[src/pin_mux_defines.svh]
`ifndef PIN_MUX_DEFINES_SVH
`define PIN_MUX_DEFINES_SVH

// port widths
`define P4_W 8
`define P5_W 8
`define P6_W 8
`define P7_W 8
`define P10_W 3
`define P12_W 5
`define P13_W 8

// port 7 alternate bit positions
`define P7_SER_IN 0
`define P7_SER_OUT 1
`define P7_SER_CLK 2
`define P7_ASY_RX 4
`define P7_ASY_TX 5

// port 10 counter pins
`define P10_MW_PIN 1
`define P10_BB_PIN 2

// port 12 network pins
`define P12_TX_PIN 0
`define P12_RX_PIN 1

// port 13 timer pins
`define P13_TMR_A 0
`define P13_TMR_B 1

// synthesizer mode register bits
`define SYN_LOW_PD_BIT 2
`define SYN_HIGH_PD_BIT 3
`define SYN_MODE_LSB 0
`define SYN_MODE_W 2

// reset values
`define RST_ZERO8 8'h00
`define RST_ONES8 8'hFF
`define RST_ZERO2 2'h0
`define RST_ZERO3 3'h0
`define RST_ZERO5 5'h00
`define RST_ZERO42 42'h0

// oscillator bits at the low end of the synchroniser word
`define SYNC_OSC_LOW 1
`define SYNC_OSC_HIGH 0

`endif

[src/pin_mux_pkg.sv]
package pin_mux_pkg;
    // synthesizer band selection, low two bits of the mode register
    typedef enum logic [1:0] {
        SYN_OFF = 2'h0,
        SYN_HF  = 2'h1,
        SYN_MF  = 2'h2,
        SYN_FM  = 2'h3
    } synth_mode_t;
endpackage

[src/sync_if.sv]
`timescale 1ns/10ps
interface sync_if;
    logic [41:0] raw;
    logic [41:0] clean;
    modport src (output raw, input clean);
    modport snk (input raw, output clean);
endinterface

[src/port_pin_function_select.sv]
// Operation
// - port four direction switches only as whole eight-bit group
// - port five pins each individually input or output
// - port six pins each individually input or output
// - port seven per pin: gpio, serial in/out/clock, async receive/transmit
// - port ten three pins: gpio; pins one and two also intermediate frequency counter inputs
// - band counter pin may also feed medium-wave counter; other feeds only mw
// - port twelve five pins per-bit direction; control mode carries network rx/tx
// - port thirteen output only, open drain, gpio per pin; pins zero and one also timer output
// - low-band osc input active only in HF/MF mode with mode bit 2 set
// - low-band pull-down bit zero keeps input inactive; software sets it first
// - high-band osc input active only in FM mode with mode bit 3 set
// - high-band pull-down bit zero keeps input inactive; software releases it
// - charge pump outputs carry phase comparison result
// - low level on reset pin is system reset
`timescale 1ns/10ps
`include "pin_mux_defines.svh"
module port_pin_function_select
    import pin_mux_pkg::*;
(
    // clock and reset
    input wire logic CLK_I,
    input wire logic RST_B_I,
    // port 4
    input wire logic [7:0] P4_IN_I,
    input wire logic [7:0] P4_LATCH_I,
    input wire logic P4_DIR_OUT_I,
    output logic [7:0] P4_OUT_O,
    output logic [7:0] P4_OE_O,
    output logic [7:0] P4_RD_O,
    // port 5
    input wire logic [7:0] P5_IN_I,
    input wire logic [7:0] P5_LATCH_I,
    input wire logic [7:0] P5_DIR_OUT_I,
    output logic [7:0] P5_OUT_O,
    output logic [7:0] P5_OE_O,
    output logic [7:0] P5_RD_O,
    // port 6
    input wire logic [7:0] P6_IN_I,
    input wire logic [7:0] P6_LATCH_I,
    input wire logic [7:0] P6_DIR_OUT_I,
    output logic [7:0] P6_OUT_O,
    output logic [7:0] P6_OE_O,
    output logic [7:0] P6_RD_O,
    // port 7
    input wire logic [7:0] P7_IN_I,
    input wire logic [7:0] P7_LATCH_I,
    input wire logic [7:0] P7_DIR_OUT_I,
    input wire logic [7:0] P7_ALT_I,
    input wire logic SERIAL3_DATA_OUT_I,
    input wire logic SERIAL3_CLOCK_OUT_I,
    input wire logic SERIAL3_CLOCK_OE_I,
    input wire logic ASYNC_TRANSMIT_I,
    output logic [7:0] P7_OUT_O,
    output logic [7:0] P7_OE_O,
    output logic [7:0] P7_RD_O,
    output logic SERIAL3_DATA_IN_O,
    output logic SERIAL3_CLOCK_IN_O,
    output logic ASYNC_RECEIVE_O,
    // port 10
    input wire logic [2:0] P10_IN_I,
    input wire logic [2:0] P10_LATCH_I,
    input wire logic [2:0] P10_DIR_OUT_I,
    input wire logic [2:0] P10_ALT_I,
    input wire logic MW_SRC_BB_I,
    output logic [2:0] P10_OUT_O,
    output logic [2:0] P10_OE_O,
    output logic [2:0] P10_RD_O,
    output logic MW_IF_COUNTER_IN_O,
    output logic BB_IF_COUNTER_IN_O,
    // port 12
    input wire logic [4:0] P12_IN_I,
    input wire logic [4:0] P12_LATCH_I,
    input wire logic [4:0] P12_DIR_OUT_I,
    input wire logic [4:0] P12_ALT_I,
    input wire logic VNET_PRESENT_I,
    input wire logic VNET_TRANSMIT_I,
    output logic [4:0] P12_OUT_O,
    output logic [4:0] P12_OE_O,
    output logic [4:0] P12_RD_O,
    output logic VNET_RECEIVE_O,
    // port 13, open drain: oe high pulls the pin low
    input wire logic [7:0] P13_LATCH_I,
    input wire logic [7:0] P13_ALT_I,
    input wire logic TIMER8_OUT_A_I,
    input wire logic TIMER8_OUT_B_I,
    output logic [7:0] P13_OUT_O,
    output logic [7:0] P13_OE_O,
    // synthesizer
    input wire logic [7:0] SYNTH_MODE_SELECT_REG_I,
    input wire logic LOW_BAND_OSC_IN_I,
    input wire logic HIGH_BAND_OSC_IN_I,
    input wire logic PHASE_UP_I,
    input wire logic PHASE_DN_I,
    output logic LOW_BAND_OSC_O,
    output logic HIGH_BAND_OSC_O,
    output logic LOW_BAND_PULLDOWN_O,
    output logic HIGH_BAND_PULLDOWN_O,
    output logic [1:0] CHARGE_PUMP_OUT_A_O,
    output logic [1:0] CHARGE_PUMP_OUT_B_O,
    // system reset
    output logic SYS_RESET_O
);
    sync_if sif ();
    logic [7:0] p7_in_s;
    logic [2:0] p10_in_s;
    logic [4:0] p12_in_s;
    logic [7:0] p5_in_s;
    logic [7:0] p6_in_s;
    logic [7:0] p4_in_s;
    logic [1:0] osc_s;
    synth_mode_t mode;
    logic low_release;
    logic high_release;
    logic [7:0] p7_oe_nxt;
    logic [7:0] p7_out_nxt;
    logic [2:0] p10_oe_nxt;
    logic [4:0] p12_oe_nxt;
    logic [4:0] p12_out_nxt;
    logic [7:0] p13_drv_nxt;

    // gpio output: latch when driving, else zero
    function automatic logic [7:0] gpio_out(input logic [7:0] latch, input logic [7:0] oe);
        gpio_out = latch & oe;
    endfunction

    // pins arrive from outside: synchronise before use
    assign sif.raw = {P4_IN_I, P5_IN_I, P6_IN_I, P7_IN_I, P10_IN_I, P12_IN_I,
                      LOW_BAND_OSC_IN_I, HIGH_BAND_OSC_IN_I};
    pin_sync u_sync (
        .clk_i(CLK_I),
        .rst_b_i(RST_B_I),
        .sif(sif)
    );
    assign {p4_in_s, p5_in_s, p6_in_s, p7_in_s, p10_in_s, p12_in_s, osc_s} = sif.clean;

    assign mode = synth_mode_t'(SYNTH_MODE_SELECT_REG_I[`SYN_MODE_LSB +: `SYN_MODE_W]);
    assign low_release = SYNTH_MODE_SELECT_REG_I[`SYN_LOW_PD_BIT];
    assign high_release = SYNTH_MODE_SELECT_REG_I[`SYN_HIGH_PD_BIT];

    // port 7 steering
    always_comb begin
        p7_oe_nxt = P7_DIR_OUT_I & ~P7_ALT_I;
        p7_out_nxt = gpio_out(P7_LATCH_I, p7_oe_nxt);
        if (P7_ALT_I[`P7_SER_OUT]) begin
            p7_oe_nxt[`P7_SER_OUT] = 1'b1;
            p7_out_nxt[`P7_SER_OUT] = SERIAL3_DATA_OUT_I;
        end
        if (P7_ALT_I[`P7_SER_CLK]) begin
            p7_oe_nxt[`P7_SER_CLK] = SERIAL3_CLOCK_OE_I;
            p7_out_nxt[`P7_SER_CLK] = SERIAL3_CLOCK_OUT_I;
        end
        if (P7_ALT_I[`P7_ASY_TX]) begin
            p7_oe_nxt[`P7_ASY_TX] = 1'b1;
            p7_out_nxt[`P7_ASY_TX] = ASYNC_TRANSMIT_I;
        end
    end

    assign p10_oe_nxt = P10_DIR_OUT_I & ~P10_ALT_I;

    // port 12 steering
    always_comb begin
        p12_oe_nxt = P12_DIR_OUT_I;
        p12_out_nxt = P12_LATCH_I & P12_DIR_OUT_I;
        // network transmit, only where controller exists
        if (VNET_PRESENT_I && P12_ALT_I[`P12_TX_PIN]) begin
            p12_oe_nxt[`P12_TX_PIN] = 1'b1;
            p12_out_nxt[`P12_TX_PIN] = VNET_TRANSMIT_I;
        end
        if (VNET_PRESENT_I && P12_ALT_I[`P12_RX_PIN]) begin
            p12_oe_nxt[`P12_RX_PIN] = 1'b0;
            p12_out_nxt[`P12_RX_PIN] = 1'b0;
        end
    end

    // open drain: pull low when selected source is zero
    always_comb begin
        p13_drv_nxt = ~P13_LATCH_I & ~P13_ALT_I;
        if (P13_ALT_I[`P13_TMR_A]) begin
            p13_drv_nxt[`P13_TMR_A] = ~TIMER8_OUT_A_I;
        end
        if (P13_ALT_I[`P13_TMR_B]) begin
            p13_drv_nxt[`P13_TMR_B] = ~TIMER8_OUT_B_I;
        end
    end

    assign SYS_RESET_O = ~RST_B_I;

    always_ff @(posedge CLK_I or negedge RST_B_I) begin
        if (!RST_B_I) begin
            P4_OE_O <= `RST_ZERO8;
            P4_OUT_O <= `RST_ZERO8;
        end else begin
            P4_OE_O <= {`P4_W{P4_DIR_OUT_I}};
            P4_OUT_O <= gpio_out(P4_LATCH_I, {`P4_W{P4_DIR_OUT_I}});
        end
    end

    always_ff @(posedge CLK_I or negedge RST_B_I) begin
        if (!RST_B_I) begin
            P5_OE_O <= `RST_ZERO8;
            P5_OUT_O <= `RST_ZERO8;
            P6_OE_O <= `RST_ZERO8;
            P6_OUT_O <= `RST_ZERO8;
        end else begin
            P5_OE_O <= P5_DIR_OUT_I;
            P5_OUT_O <= gpio_out(P5_LATCH_I, P5_DIR_OUT_I);
            P6_OE_O <= P6_DIR_OUT_I;
            P6_OUT_O <= gpio_out(P6_LATCH_I, P6_DIR_OUT_I);
        end
    end

    always_ff @(posedge CLK_I or negedge RST_B_I) begin
        if (!RST_B_I) begin
            P7_OE_O <= `RST_ZERO8;
            P7_OUT_O <= `RST_ZERO8;
            SERIAL3_DATA_IN_O <= 1'b0;
            SERIAL3_CLOCK_IN_O <= 1'b0;
            ASYNC_RECEIVE_O <= 1'b1;
        end else begin
            P7_OE_O <= p7_oe_nxt;
            P7_OUT_O <= p7_out_nxt;
            SERIAL3_DATA_IN_O <= P7_ALT_I[`P7_SER_IN] & p7_in_s[`P7_SER_IN];
            SERIAL3_CLOCK_IN_O <= P7_ALT_I[`P7_SER_CLK] & p7_in_s[`P7_SER_CLK];
            // idle line high when deselected
            ASYNC_RECEIVE_O <= ~P7_ALT_I[`P7_ASY_RX] | p7_in_s[`P7_ASY_RX];
        end
    end

    always_ff @(posedge CLK_I or negedge RST_B_I) begin
        if (!RST_B_I) begin
            P10_OE_O <= `RST_ZERO3;
            P10_OUT_O <= `RST_ZERO3;
            MW_IF_COUNTER_IN_O <= 1'b0;
            BB_IF_COUNTER_IN_O <= 1'b0;
        end else begin
            P10_OE_O <= p10_oe_nxt;
            P10_OUT_O <= P10_LATCH_I & p10_oe_nxt;
            BB_IF_COUNTER_IN_O <= P10_ALT_I[`P10_BB_PIN] & p10_in_s[`P10_BB_PIN];
            // band pin may feed the medium-wave counter
            if (MW_SRC_BB_I) begin
                MW_IF_COUNTER_IN_O <= P10_ALT_I[`P10_BB_PIN] & p10_in_s[`P10_BB_PIN];
            end else begin
                MW_IF_COUNTER_IN_O <= P10_ALT_I[`P10_MW_PIN] & p10_in_s[`P10_MW_PIN];
            end
        end
    end

    always_ff @(posedge CLK_I or negedge RST_B_I) begin
        if (!RST_B_I) begin
            P12_OE_O <= `RST_ZERO5;
            P12_OUT_O <= `RST_ZERO5;
            VNET_RECEIVE_O <= 1'b1;
        end else begin
            P12_OE_O <= p12_oe_nxt;
            P12_OUT_O <= p12_out_nxt;
            VNET_RECEIVE_O <= ~(VNET_PRESENT_I & P12_ALT_I[`P12_RX_PIN]) | p12_in_s[`P12_RX_PIN];
        end
    end

    // open drain stage; released at reset
    always_ff @(posedge CLK_I or negedge RST_B_I) begin
        if (!RST_B_I) begin
            P13_OE_O <= `RST_ZERO8;
        end else begin
            P13_OE_O <= p13_drv_nxt;
        end
    end
    assign P13_OUT_O = `RST_ZERO8;

    // read-back: synchronised pin levels
    always_ff @(posedge CLK_I or negedge RST_B_I) begin
        if (!RST_B_I) begin
            P4_RD_O <= `RST_ZERO8;
            P5_RD_O <= `RST_ZERO8;
            P6_RD_O <= `RST_ZERO8;
            P7_RD_O <= `RST_ZERO8;
            P10_RD_O <= `RST_ZERO3;
            P12_RD_O <= `RST_ZERO5;
        end else begin
            P4_RD_O <= p4_in_s;
            P5_RD_O <= p5_in_s;
            P6_RD_O <= p6_in_s;
            P7_RD_O <= p7_in_s;
            P10_RD_O <= p10_in_s;
            P12_RD_O <= p12_in_s;
        end
    end

    // low band active only in HF/MF and released
    // high band active only in FM and released
    always_ff @(posedge CLK_I or negedge RST_B_I) begin
        if (!RST_B_I) begin
            LOW_BAND_OSC_O <= 1'b0;
            HIGH_BAND_OSC_O <= 1'b0;
            LOW_BAND_PULLDOWN_O <= 1'b1;
            HIGH_BAND_PULLDOWN_O <= 1'b1;
        end else begin
            LOW_BAND_OSC_O <= ((mode == SYN_HF) || (mode == SYN_MF)) && low_release
                              && osc_s[`SYNC_OSC_LOW];
            HIGH_BAND_OSC_O <= (mode == SYN_FM) && high_release && osc_s[`SYNC_OSC_HIGH];
            LOW_BAND_PULLDOWN_O <= ~low_release;
            HIGH_BAND_PULLDOWN_O <= ~high_release;
        end
    end

    // phase result: {oe, level}; tri-state when no error
    always_ff @(posedge CLK_I or negedge RST_B_I) begin
        if (!RST_B_I) begin
            CHARGE_PUMP_OUT_A_O <= `RST_ZERO2;
            CHARGE_PUMP_OUT_B_O <= `RST_ZERO2;
        end else begin
            CHARGE_PUMP_OUT_A_O <= {PHASE_UP_I ^ PHASE_DN_I, PHASE_UP_I};
            CHARGE_PUMP_OUT_B_O <= {PHASE_UP_I ^ PHASE_DN_I, PHASE_UP_I};
        end
    end
endmodule // port_pin_function_select

[src/pin_sync.sv]
`timescale 1ns/10ps
`include "pin_mux_defines.svh"
module pin_sync (
    // clock and reset
    input wire logic clk_i,
    input wire logic rst_b_i,
    // pins in, synchronised out
    sync_if.snk sif
);
    logic [41:0] meta_r;
    logic [41:0] sync_r;

    // two stages; first stage read only by second
    always_ff @(posedge clk_i or negedge rst_b_i) begin
        if (!rst_b_i) begin
            meta_r <= `RST_ZERO42;
            sync_r <= `RST_ZERO42;
        end else begin
            meta_r <= sif.raw;
            sync_r <= meta_r;
        end
    end

    assign sif.clean = sync_r;
endmodule // pin_sync

[config.mk]
export PLATFORM = sky130hd
export DESIGN_NAME = port_pin_function_select
export DESIGN_NICKNAME = d
export VERILOG_FILES = /design/src/pin_mux_pkg.sv /design/src/sync_if.sv /design/src/port_pin_function_select.sv /design/src/pin_sync.sv
export VERILOG_INCLUDE_DIRS = /design/src
export SDC_FILE = /design/constraint.sdc
export NUM_CORES = 1
export LEC_CHECK = 0
export BUFFER_PORTS_ARGS = -buffer_cell sky130_fd_sc_hd__buf_2
export CAP_MARGIN = 20
export CORE_AREA = 2 2 124 126
export CTS_CLUSTER_SIZE = 20
export DETAILED_ROUTE_END_ITERATION = 6
export DIE_AREA = 0 0 126 128
export PLACE_DENSITY = 0.84
export SYNTH_ARGS = -nofsm -noshare
export SYNTH_HDL_FRONTEND = slang
export SYNTH_SLANG_ARGS = --single-unit
export TNS_END_PERCENT = 1
[constraint.sdc]
create_clock -name CLK_I -period 1.1 [get_ports CLK_I]
set_input_delay 0 -clock CLK_I [delete_from_list [all_inputs] [get_ports CLK_I]]
set_output_delay 0 -clock CLK_I [all_outputs]
set_load 0.05 [all_outputs]
# Word-level counts from Yosys, hierarchy flattened
# Cells that the tools add are included.
[op_classes]
n_addsub = 0
n_mul = 0
div_mod_pow = 0
magnitude_cmp = 0
eq_ne = 3
n_shift = 0
muxes = 13
bitwise = 28
reduce_logical = 7
[op_table]
columns = ["cell", "count"]
rows = [
  ["$and 8x8->8", 6],
  ["$not 8->8", 3],
  ["$mux 1", 13],
  ["$not 1->1", 7],
  ["$and 3x3->3", 2],
  ["$logic_and 1x1->1", 6],
  ["$and 1x1->1", 5],
  ["$and 5x5->5", 1],
  ["$eq 2x2->1 const B", 2],
  ["$not 3->3", 1],
  ["$eq 2x1->1 const B", 1],
  ["$or 1x1->1", 2],
  ["$logic_or 1x1->1", 1],
  ["$xor 1x1->1", 1],
]
[word_totals]
reg_bits = 217
latch_bits = 0
ramBits = 0
mem_bits_ro = 0
in_bits = 168
out_inout_bits = 151
wordCells = 83
n_memories = 0

# Logic depth before layout (Yosys ltp)
# Gate-level depths: netlist (run 1).
[depth]
word_depth = 4
mapped_depth = 2
depth_no_buf = 2

# Hierarchy
# Synthesis (run 1) repeated with hierarchy kept, for this count alone.
[unflattened]
cells_unflattened = 319
hier_area_um2 = 6075.8
[modules_own_cells]
columns = ["mod", "n_inst", "cells_per_inst", "area_each_um2", "seq_area_each_um2"]
rows = [
  ["port_pin_function_select", 1, 235, 3973.8, 3333.2],
  ["pin_sync", 1, 84, 2102.0, 2102.0],
]

# Least setup slack after synthesis (run 1)
# Ideal clock, no wire load.
[synth_timing]
kind = "register -> output"
start = "register, netlist name P4_OE_O[0]"
end = "output P4_OE_O[1]"
arrival_time_ns = 0.996
t_required_ns = 1.100
setup_slack_ns = 0.104
path_stages_with_launch = 2
n_path_buf = 1
cell_sequence = "dfrtp_1 > buf_4"
[synth_rtl]
columns = ["item", "line_no", "rtl"]
rows = [
  ["end, declared", "port_pin_function_select.sv:29", "output logic [7:0] P4_OE_O,"],
]
# No word-level cell between the ends.

# Final worst setup path (run 1)
[layout_timing]
start = "register ASYNC_RECEIVE_O"
end = "output ASYNC_RECEIVE_O"
[layout_rtl]
columns = ["item", "line_no", "rtl"]
rows = [
  ["start, declared", "port_pin_function_select.sv:59", "output logic ASYNC_RECEIVE_O,"],
  ["start signal, assigned", "port_pin_function_select.sv:226", "ASYNC_RECEIVE_O <= ~P7_ALT_I[`P7_ASY_RX] | p7_in_s[`P7_ASY_RX];"],
]
# No word-level cell between the ends.

==> impl_metrics.yaml, run 1 <==
synth:
  synth_area_um2: 6076
  synth_top_cell_area_share: 0.8773
  synthCells: 319
  synth_top_area_cell: "dfrtp_1"
  synth_area_leaders: "dfrtp_1 (88%), and2_1 (4.0%), buf_4 (2.1%)"
  ys_seq_area_frac: 0.8946
  synth_warnings: 0
  syn_avg_cell_area_um2: 19.05
  synth_cell_types: 22
  synth_seq_cells: 217
finish:
  fin_nets: 983
  utilization: 0.7165
  layout-drive-gt1-share: 0.4294
  final_common_cell: "dfrtp_1"
  layout_common_cells: "dfrtp_1 (212), buf_2 (188), dlygate4sd3_1 (162), clkbuf_4 (53), buf_4 (53)"
  design_area_um2: 10650
  syn2layout_area_growth_pct: 75.29
grt:
  grt_start_max_net_pins: 79
  grt_overflow: 0
  antenna_found_initial: 2
  grt_pass1_vias: 5023
  grt_usage: 0.2071
  grt_pass1_wl_um: 25760
routing:
  first_pass_iters: 4
  wl_um: 17710
  wl_per_cell_um: 17.38
  vias: 4393
  ant_nets: 0
  route.detailed.drc: 0
  via_per_inst: 4.311
  drtIter0Drc: 224
timing:
  fmaxAchievable_mhz: 848.7
  setup_viol: 14
  hold_viol_final: 1
  holdWs_ps: -21.45
  fin_skew_ps: 12.09
  fin_crit_sh: 1.071
  finalMaxSlewViolations: 0
  fin_crit_ps: 1178
  setup-tns-final_ps: -773.2
  rsz0062_at_grt: "true"
  setup_ws_ps: -78.23
power_and_ir_drop:
  power.share.switching: 0.2550
  p_comb_frac: 0.145
  fin_total_pwr_mw: 18.47
  powerDensity_nw_per_um2: 1735
  p_leak_nw: 5.427
  clkPwrFrac: 0.392
  internal_power_mw: 13.76
  peakVddDrop_uv: 1217
  p_sw_mw: 4.710
  pwr-share-seq: 0.463
clocking:
  cts-root-buf: "clkbuf_16"
  clkLatencyLatePin_ps: 490
  cts-htree-levels: 1
  cts_made_buffers: 21
  clkSinkCount: 217
  clockBufferDepth: 3
  path_clk_slew_ps: 60
  cts_tree: "done"
worst_hold_path:
  hold_path_end: "P10_OE_O[1]"
  holdPathStages: 3
  hp-class: "in -> reg"
  hold_start: "P10_DIR_OUT_I[1]"
worst_setup_path:
  cp_data_arrival_time_ps: 1180
  crit_path_max_fanout: 1
  worstRegToRegCells: 2
  critPathBufInv: 1
  crit_chain: "buf_8"
  worstSetupPathType: "reg -> out"
  critPathMaxStageDelay_ps: 540
  end_kind: "output pin"
  path_delay_family: "flip-flops"
  r2r-start: "u_sync.sif.clean[9]"
  critPathSlowestCell: "dfstp_2"
  r2r_end: "MW_IF_COUNTER_IN_O"
  crit_required_ps: 1100
  r2r_slack_ps: 420
  worstSetupStartpointType: "register"
floorplanning:
  initial_core_util: 0.4088
  die-width_um: 126
  placementRows: 45
  die_area_um2: 16130
  coreArea_um2: 14860
  die_h_um: 128
  pin_count: 319
placed_design:
  gp_congestion: 0.7720
  dpl-instance-area_um2: 7811
  portBuffers: 303
  dp_hpwl_um: 9015
run_status:
  status: "complete, but fails checks"
  violations: "hold timing, setup timing"
flow_run:
  maxCapViolCount: 0
power by group through the flow:
| stage | Combinational (mW) | Clock, mW | Sequential, mW |
|---|---|---|---|
| 2_1_floorplan | 0.285 | 0 | 9.56 |
| 3_3_place_gp | 1.96 | 0 | 8.63 |
| 3_5_place_dp | 1.98 | 0 | 8.65 |
| 4_1_cts | 2.52 | 7.39 | 8.52 |
| 5_1_grt | 2.81 | 7.80 | 8.57 |
| 6_report | 2.68 | 7.25 | 8.55 |
layer usage:
layer / share of wire / global-route usage / vias up / wire [um]
li1: - / - / 1965 / -
met1: 0.34 / 0.2201 / 2176 / 6041
met2: 0.57 / 0.3906 / 214 / 10010
met3: 0.065 / 0.05175 / 38 / 1152
met4: 0.029 / 0.08662 / 0 / 508
met5: 0 / 0 / - / 0
per-stage QoR:
| stage | setup WS, ps | hold WS (ps) | cells |
|---|---|---|---|
| floorplan | 104.1 | -295.6 | 326 |
| global placement | 360.1 | -100.0 | 805 |
| detailed placement | 349.6 | -96.09 | 805 |
| CTS | -90.79 | 84.99 | 1011 |
| global route | -107.3 | 2.892 | 1019 |
| finish | -78.23 | -21.45 | 1019 |
flip-flops by register name (all words and copies together), names as in the netlist, 5 cells and up:
signal            cells
P7_OUT_O              8
u_sync.sif.clean     42
P12_OE_O              5
P13_OE_O              8
P7_RD_O               8
P4_RD_O               8
P7_OE_O               8
P6_OE_O               8
P12_OUT_O             5
P5_OE_O               8
P6_RD_O               8
P12_RD_O              5
P5_RD_O               8
u_sync.meta_r        42
P4_OUT_O              8
P6_OUT_O              8
P5_OUT_O              8
cells by family (layout without fill, tap and decap cells):
| group | Yosys count | count (layout) | share of synthesized area |
|---|---|---|---|
| AOI/OAI and AO/OA | 6 | 6 | 0.006590 |
| DFF | 217 | 217 | 0.8946 |
| adders and majority gates | 1 | 1 | 0.002059 |
| and+or+nand+nor | 70 | 70 | 0.06672 |
| other | 1 | 10 | 0.0006172 |
| buffers and inverters | 20 | 523 | 0.02286 |
| muxes | 3 | 3 | 0.005148 |
| xor gates and xnor gates | 1 | 1 | 0.001442 |
what timing repair did:
| action | 4_1_cts | 5_1_grt |
|---|---|---|
| hold buffers | 168 | 6 |
| setup endpoints to repair | 36 | 103 |
| endpoints found under the hold margin | 352 | 5 |
| gates resized for setup | 45 | 119 |
| buffers inserted | 0 | 0 |
worst max path at each step:
stage	startpoint	to	slack [ps]	cells past startpoint
2_1_floorplan	P4_OE_O[0]	P4_OE_O[1]	100	1
3_3_place_gp	VNET_RECEIVE_O	VNET_RECEIVE_O	360	1
3_5_place_dp	LOW_BAND_PULLDOWN_O	LOW_BAND_PULLDOWN_O	350	1
4_1_cts	LOW_BAND_PULLDOWN_O	LOW_BAND_PULLDOWN_O	-90	1
5_1_grt	ASYNC_RECEIVE_O	ASYNC_RECEIVE_O	-110	1
6_report	ASYNC_RECEIVE_O	ASYNC_RECEIVE_O	-80	1
worst min-delay path, cell delays in order:
cell,delay (ps)
buf_2,70
nor2b_1,110
dlymetal6s4s_1,230
Yosys cell counts, drive strengths merged:
master	n
mux2	1
or2	2
dfrtp	213
nor2b	8
nand2	8
and3	3
dfstp	4
conb	1
and2	39
mux2i	2
inv	3
nor2	6
a31o	1
xor2	1
nand3b	1
nand2b	2
o21ai	4
nand3	1
ha	1
buf	17
a21boi	1
final cells by class:
type	instances	area, um^2
Antenna cell	2	5.005
Clock buffer	28	601.8
Clock inverter	10	106.4
Fill cell	902	4214
Inverter	3	11.26
Multi-Input combinational cell	89	528.0
Sequential cell	217	5436
Tap cell	188	235.2
Timing Repair Buffer	482	3726
Note: power is estimated with default switching activity, not from simulation.
==> inputs of run 2 (changes only) <==
CTS_CLUSTER_DIAMETER = 200   (was default)
clock period = 1.4 ns   (was 1.1 ns; I/O delays follow)
==> impl_metrics.yaml, run 2 (synthesized netlist as in run 1, its figures left out) <==
clocking:
  clkSinkCount: 217
  path_clk_slew_ps: 80
  cts_tree: "done"
  cts-htree-levels: 1
  clockBufferDepth: 3
  cts_made_buffers: 14
  cts-root-buf: "clkbuf_16"
  post_cts_buffers: 0
  ctsResizeCount: 0
  clkLatencyLatePin_ps: 460
power_and_ir_drop:
  p_leak_nw: 5.034
  powerDensity_nw_per_um2: 1271
  peakVddDrop_uv: 1008
finish:
  final_common_cell: "buf_2"
  syn2layout_area_growth_pct: 61.92
  finalNonFillerCells: 991
  fin_nets: 965
  layout-drive-gt1-share: 0.4140
  layout_common_cells: "buf_2 (302), dfrtp_1 (213), dlygate4sd3_1 (164), and2_1 (39), clkbuf_16 (15)"
worst_setup_path:
  r2r-start: "u_sync.sif.clean[9]"
  r2r_slack_ps: 100
  crit_required_ps: 1750
  r2r_end: "MW_IF_COUNTER_IN_O"
  end_kind: "register"
  worstRegToRegCells: 3
  crit_path_max_fanout: 1
  worstSetupStartpointType: "input port"
  worstSetupPathType: "in -> reg"
  cp_data_arrival_time_ps: 1660
routing:
  route.detailed.drc: 0
  first_pass_iters: 4
  ant_nets: 0
  wl_per_cell_um: 16.16
  wl_um: 16010
  via_per_inst: 4.302
  drtIter0Drc: 169
  vias: 4263
grt:
  grt_usage: 0.1963
  grt_pass1_wl_um: 24520
  grt_pass1_vias: 4904
  grt_start_max_net_pins: 64
  grt_overflow: 0
  antenna_found_initial: 0
timing:
  hold_viol_final: 0
  setup_viol: 0
  setup-tns-final_ps: 0
  fin_crit_ps: 1314
  fin_crit_sh: 0.9382
  fmaxAchievable_mhz: 761.3
  rsz0062_at_grt: "false"
  finalMaxSlewViolations: 0
  fin_skew_ps: 10.63
placed_design:
  dp.cells: 804
  portBuffers: 303
  gp_congestion: 0.7591
  dp_hpwl_um: 9223
floorplanning:
  coreArea_um2: 14860
  die-width_um: 126
  die_area_um2: 16130
  pin_count: 319
  initial_core_util: 0.4088
  placementRows: 45
  die_h_um: 128
flow_run:
  maxCapViolCount: 0
worst_hold_path:
  hp-class: "in -> async"
run_status:
  status: "completed"
==> run 2: changes by cell type in the layout (fill, tap and decap cells not counted), sizes merged, moves of 2 or more <==
cell          previous run  this run
buf                    257       307
bufinv                   2         0
clkbuf                  81        21
clkinv                   6         1
dlygate4sd3            162       164
dlymetal6s4s            10         0
==> run 2: worst max path at each step <==
| stage | start | end | depth (start not counted) |
|---|---|---|---|
| detailed placement | HIGH_BAND_PULLDOWN_O | HIGH_BAND_PULLDOWN_O | 1 |
| global route | u_sync.sif.clean[9] | MW_IF_COUNTER_IN_O | 3 |
| floorplan | P4_OE_O[0] | P4_OE_O[1] | 1 |
| global placement | VNET_RECEIVE_O | VNET_RECEIVE_O | 1 |
| CTS | SYNTH_MODE_SELECT_REG_I[0] | LOW_BAND_OSC_O | 5 |
| finish | SYNTH_MODE_SELECT_REG_I[1] | LOW_BAND_OSC_O | 5 |
==> run 2: power by group <==
| group | switching (mW) | internal, mW |
|---|---|---|
| Sequential | 0.100 | 6.58 |
| Combinational | 1.26 | 0.682 |
| Clock | 1.90 | 1.98 |
==> run 2: repair_timing <==
| item | in CTS | in global routing |
|---|---|---|
| setup endpoints to repair | 0 | 0 |
| hold buffers | 164 | 0 |
| endpoints found under the hold margin | 349 | 0 |
==> run 2: routing by layer <==
layer | GRT usage | share of wire | vias to the layer above
met1 | 0.2075 | 0.34 | 2068
met3 | 0.05008 | 0.068 | 56
met2 | 0.3669 | 0.55 | 222
met5 | 0 | 0 | -
met4 | 0.08985 | 0.042 | 0
li1 | - | - | 1917
==> run 2: stage by stage <==
stage	setup slack [ps]	power (mW)	util	instance area [um^2]	hold WS, ps
2_1_floorplan	404.1	7.738	-	6102	-295.6
3_3_place_gp	661.6	8.312	0.5242	7791	-89.48
3_5_place_dp	655.1	8.355	0.5242	7791	-87.59
4_1_cts	125.4	12.59	0.6617	9836	19.52
5_1_grt	10.91	13.03	0.6617	9836	36.49
6_report	86.49	12.50	0.6619	9838	32.40
==> run 2: worst max-delay path, cell delays in order <==
cell,delay [ps]
dlygate4sd3_1,560
buf_2,140
ha_1,250
dlygate4sd3_1,550
and3_1,170
==> run 2: cell type report <==
type                       count  area (um^2)
clock inverter                 1        5.005
clock buffer                  21        397.9
timing repair buffer         471         3223
multi-input combinational     89        528.0
tap                          188        235.2
sequential                   217         5435
antenna                        1        2.502
fill                        1019         5026
inverter                       3        11.26
==> inputs of run 3 (changes only) <==
CELL_PAD_IN_SITES_DETAIL_PLACEMENT = 0   (was default)
CELL_PAD_IN_SITES_GLOBAL_PLACEMENT = 1   (was default)
CORE_AREA = 2 2 147 120   (was 2 2 124 126)
DIE_AREA = 0 0 149 122   (was 0 0 126 128)
PLACE_DENSITY = 0.91   (was 0.84)
==> impl_metrics.yaml, run 3 (synthesized netlist as in run 1, its figures left out) <==
timing:
  setup_ws_ps: 137.1
  hold_viol_final: 0
  rsz0062_at_grt: "false"
  setup_viol: 0
  fin_crit_ps: 1263
  fin_skew_ps: 9.544
  finalMaxSlewViolations: 0
  setup-tns-final_ps: 0
  fin_crit_sh: 0.9021
  fmaxAchievable_mhz: 791.8
clocking:
  clkSinkCount: 217
  clockBufferDepth: 3
  cts-root-buf: "clkbuf_16"
  ctsResizeCount: 0
  cts_made_buffers: 14
  cts-htree-levels: 1
  path_clk_slew_ps: 80
  cts_tree: "done"
  post_cts_buffers: 0
  clkLatencyLatePin_ps: 460
finish:
  fin_nets: 967
  layout_common_cells: "buf_2 (302), dfrtp_1 (213), dlygate4sd3_1 (163), and2_1 (39), clkbuf_16 (15)"
  syn2layout_area_growth_pct: 63.16
  layout-drive-gt1-share: 0.4161
  design_area_um2: 9913
  final_common_cell: "buf_2"
worst_hold_path:
  hp-class: "in -> async"
grt:
  grt_overflow: 0
  grt_start_max_net_pins: 65
  grt_usage: 0.1675
  grt_pass1_wl_um: 23490
  grt_pass1_vias: 4645
  antenna_found_initial: 1
run_status:
  status: "completed"
worst_setup_path:
  cp_data_arrival_time_ps: 1600
  worstSetupStartpointType: "input port"
  worstSetupPathType: "in -> reg"
  end_kind: "register"
  crit_required_ps: 1730
  crit_path_max_fanout: 4
power_and_ir_drop:
  peakVddDrop_uv: 941.1
  p_leak_nw: 5.051
  powerDensity_nw_per_um2: 1261
  fin_total_pwr_mw: 12.50
routing:
  via_per_inst: 4.072
  wl_um: 15740
  wl_per_cell_um: 15.26
  vias: 4198
  first_pass_iters: 4
  drtIter0Drc: 108
  ant_nets: 0
  route.detailed.drc: 0
floorplanning:
  pin_count: 319
  die_h_um: 122
  die_area_um2: 18180
  placementRows: 43
  initial_core_util: 0.3597
  coreArea_um2: 16890
  die-width_um: 149
placed_design:
  gp_congestion: 0.7764
  pre_cts_slack_ps: 637.5
  portBuffers: 303
  dp_hpwl_um: 9595
  dpl-instance-area_um2: 7873
flow_run:
  maxCapViolCount: 0
run 3: path summary, 6_finish.rpt:
kind / startpoint / to / slack [ps] / cells past startpoint
worst min-delay path: RST_B_I / P7_RD_O[2] / 30 / 2
min in group CLK_I: P7_IN_I[0] / u_sync.meta_r[10] / 180 / 2
worst min register to register: u_sync.meta_r[20] / u_sync.sif.clean[20] / 350 / 0
worst max register to register: u_sync.sif.clean[3] / VNET_RECEIVE_O / 240 / 2
max in group asynchronous: RST_B_I / u_sync.meta_r[37] / 710 / 3
worst max-delay path: VNET_PRESENT_I / P12_OUT_O[0] / 140 / 5
run 3: cell type report:
| class | count | area, um^2 |
|---|---|---|
| Antenna cell | 1 | 2.502 |
| Sequential cell | 217 | 5435 |
| Multi-Input combinational cell | 89 | 528.0 |
| Inverter | 3 | 11.26 |
| Clock buffer | 22 | 401.6 |
| Fill cell | 1263 | 6980 |
| Tap cell | 225 | 281.5 |
| Timing Repair Buffer | 473 | 3248 |
| Clock inverter | 1 | 5.005 |
run 3: per-stage QoR:
| step | instances | utilization | hold slack (ps) |
|---|---|---|---|
| floorplan | 326 | - | -295.6 |
| global placement | 844 | 0.4660 | -73.42 |
| detailed placement | 844 | 0.4660 | -67.94 |
| CTS | 1030 | 0.5867 | 27.77 |
| global route | 1031 | 0.5868 | 31.83 |
| finish | 1031 | 0.5868 | 34.22 |
run 3: worst max-delay path, cell delays in order:
cell and delay, ps:
dlygate4sd3_1 540, buf_2 160, and3_1 150, a31o_1 180, dlygate4sd3_1 570
run 3: report_power, final:
part           switching, mW  internal (mW)  leakage [nW]
clock network           1.89           1.99         0.197
registers             0.0913           6.58          2.60
logic                   1.26          0.687          2.25
run 3: metal layers:
metal | vias up | part of all wire | global-route usage
met4 | 0 | 0.013 | 0.03512
met1 | 2046 | 0.37 | 0.1886
met3 | 19 | 0.087 | 0.04757
met2 | 211 | 0.53 | 0.3168
li1 | 1922 | - | -
met5 | - | 0 | 0
run 3: repair_timing:
action	4_1_cts	5_1_grt
endpoints found under the hold margin	351	0
hold buffers	163	0
setup endpoints to repair	0	0
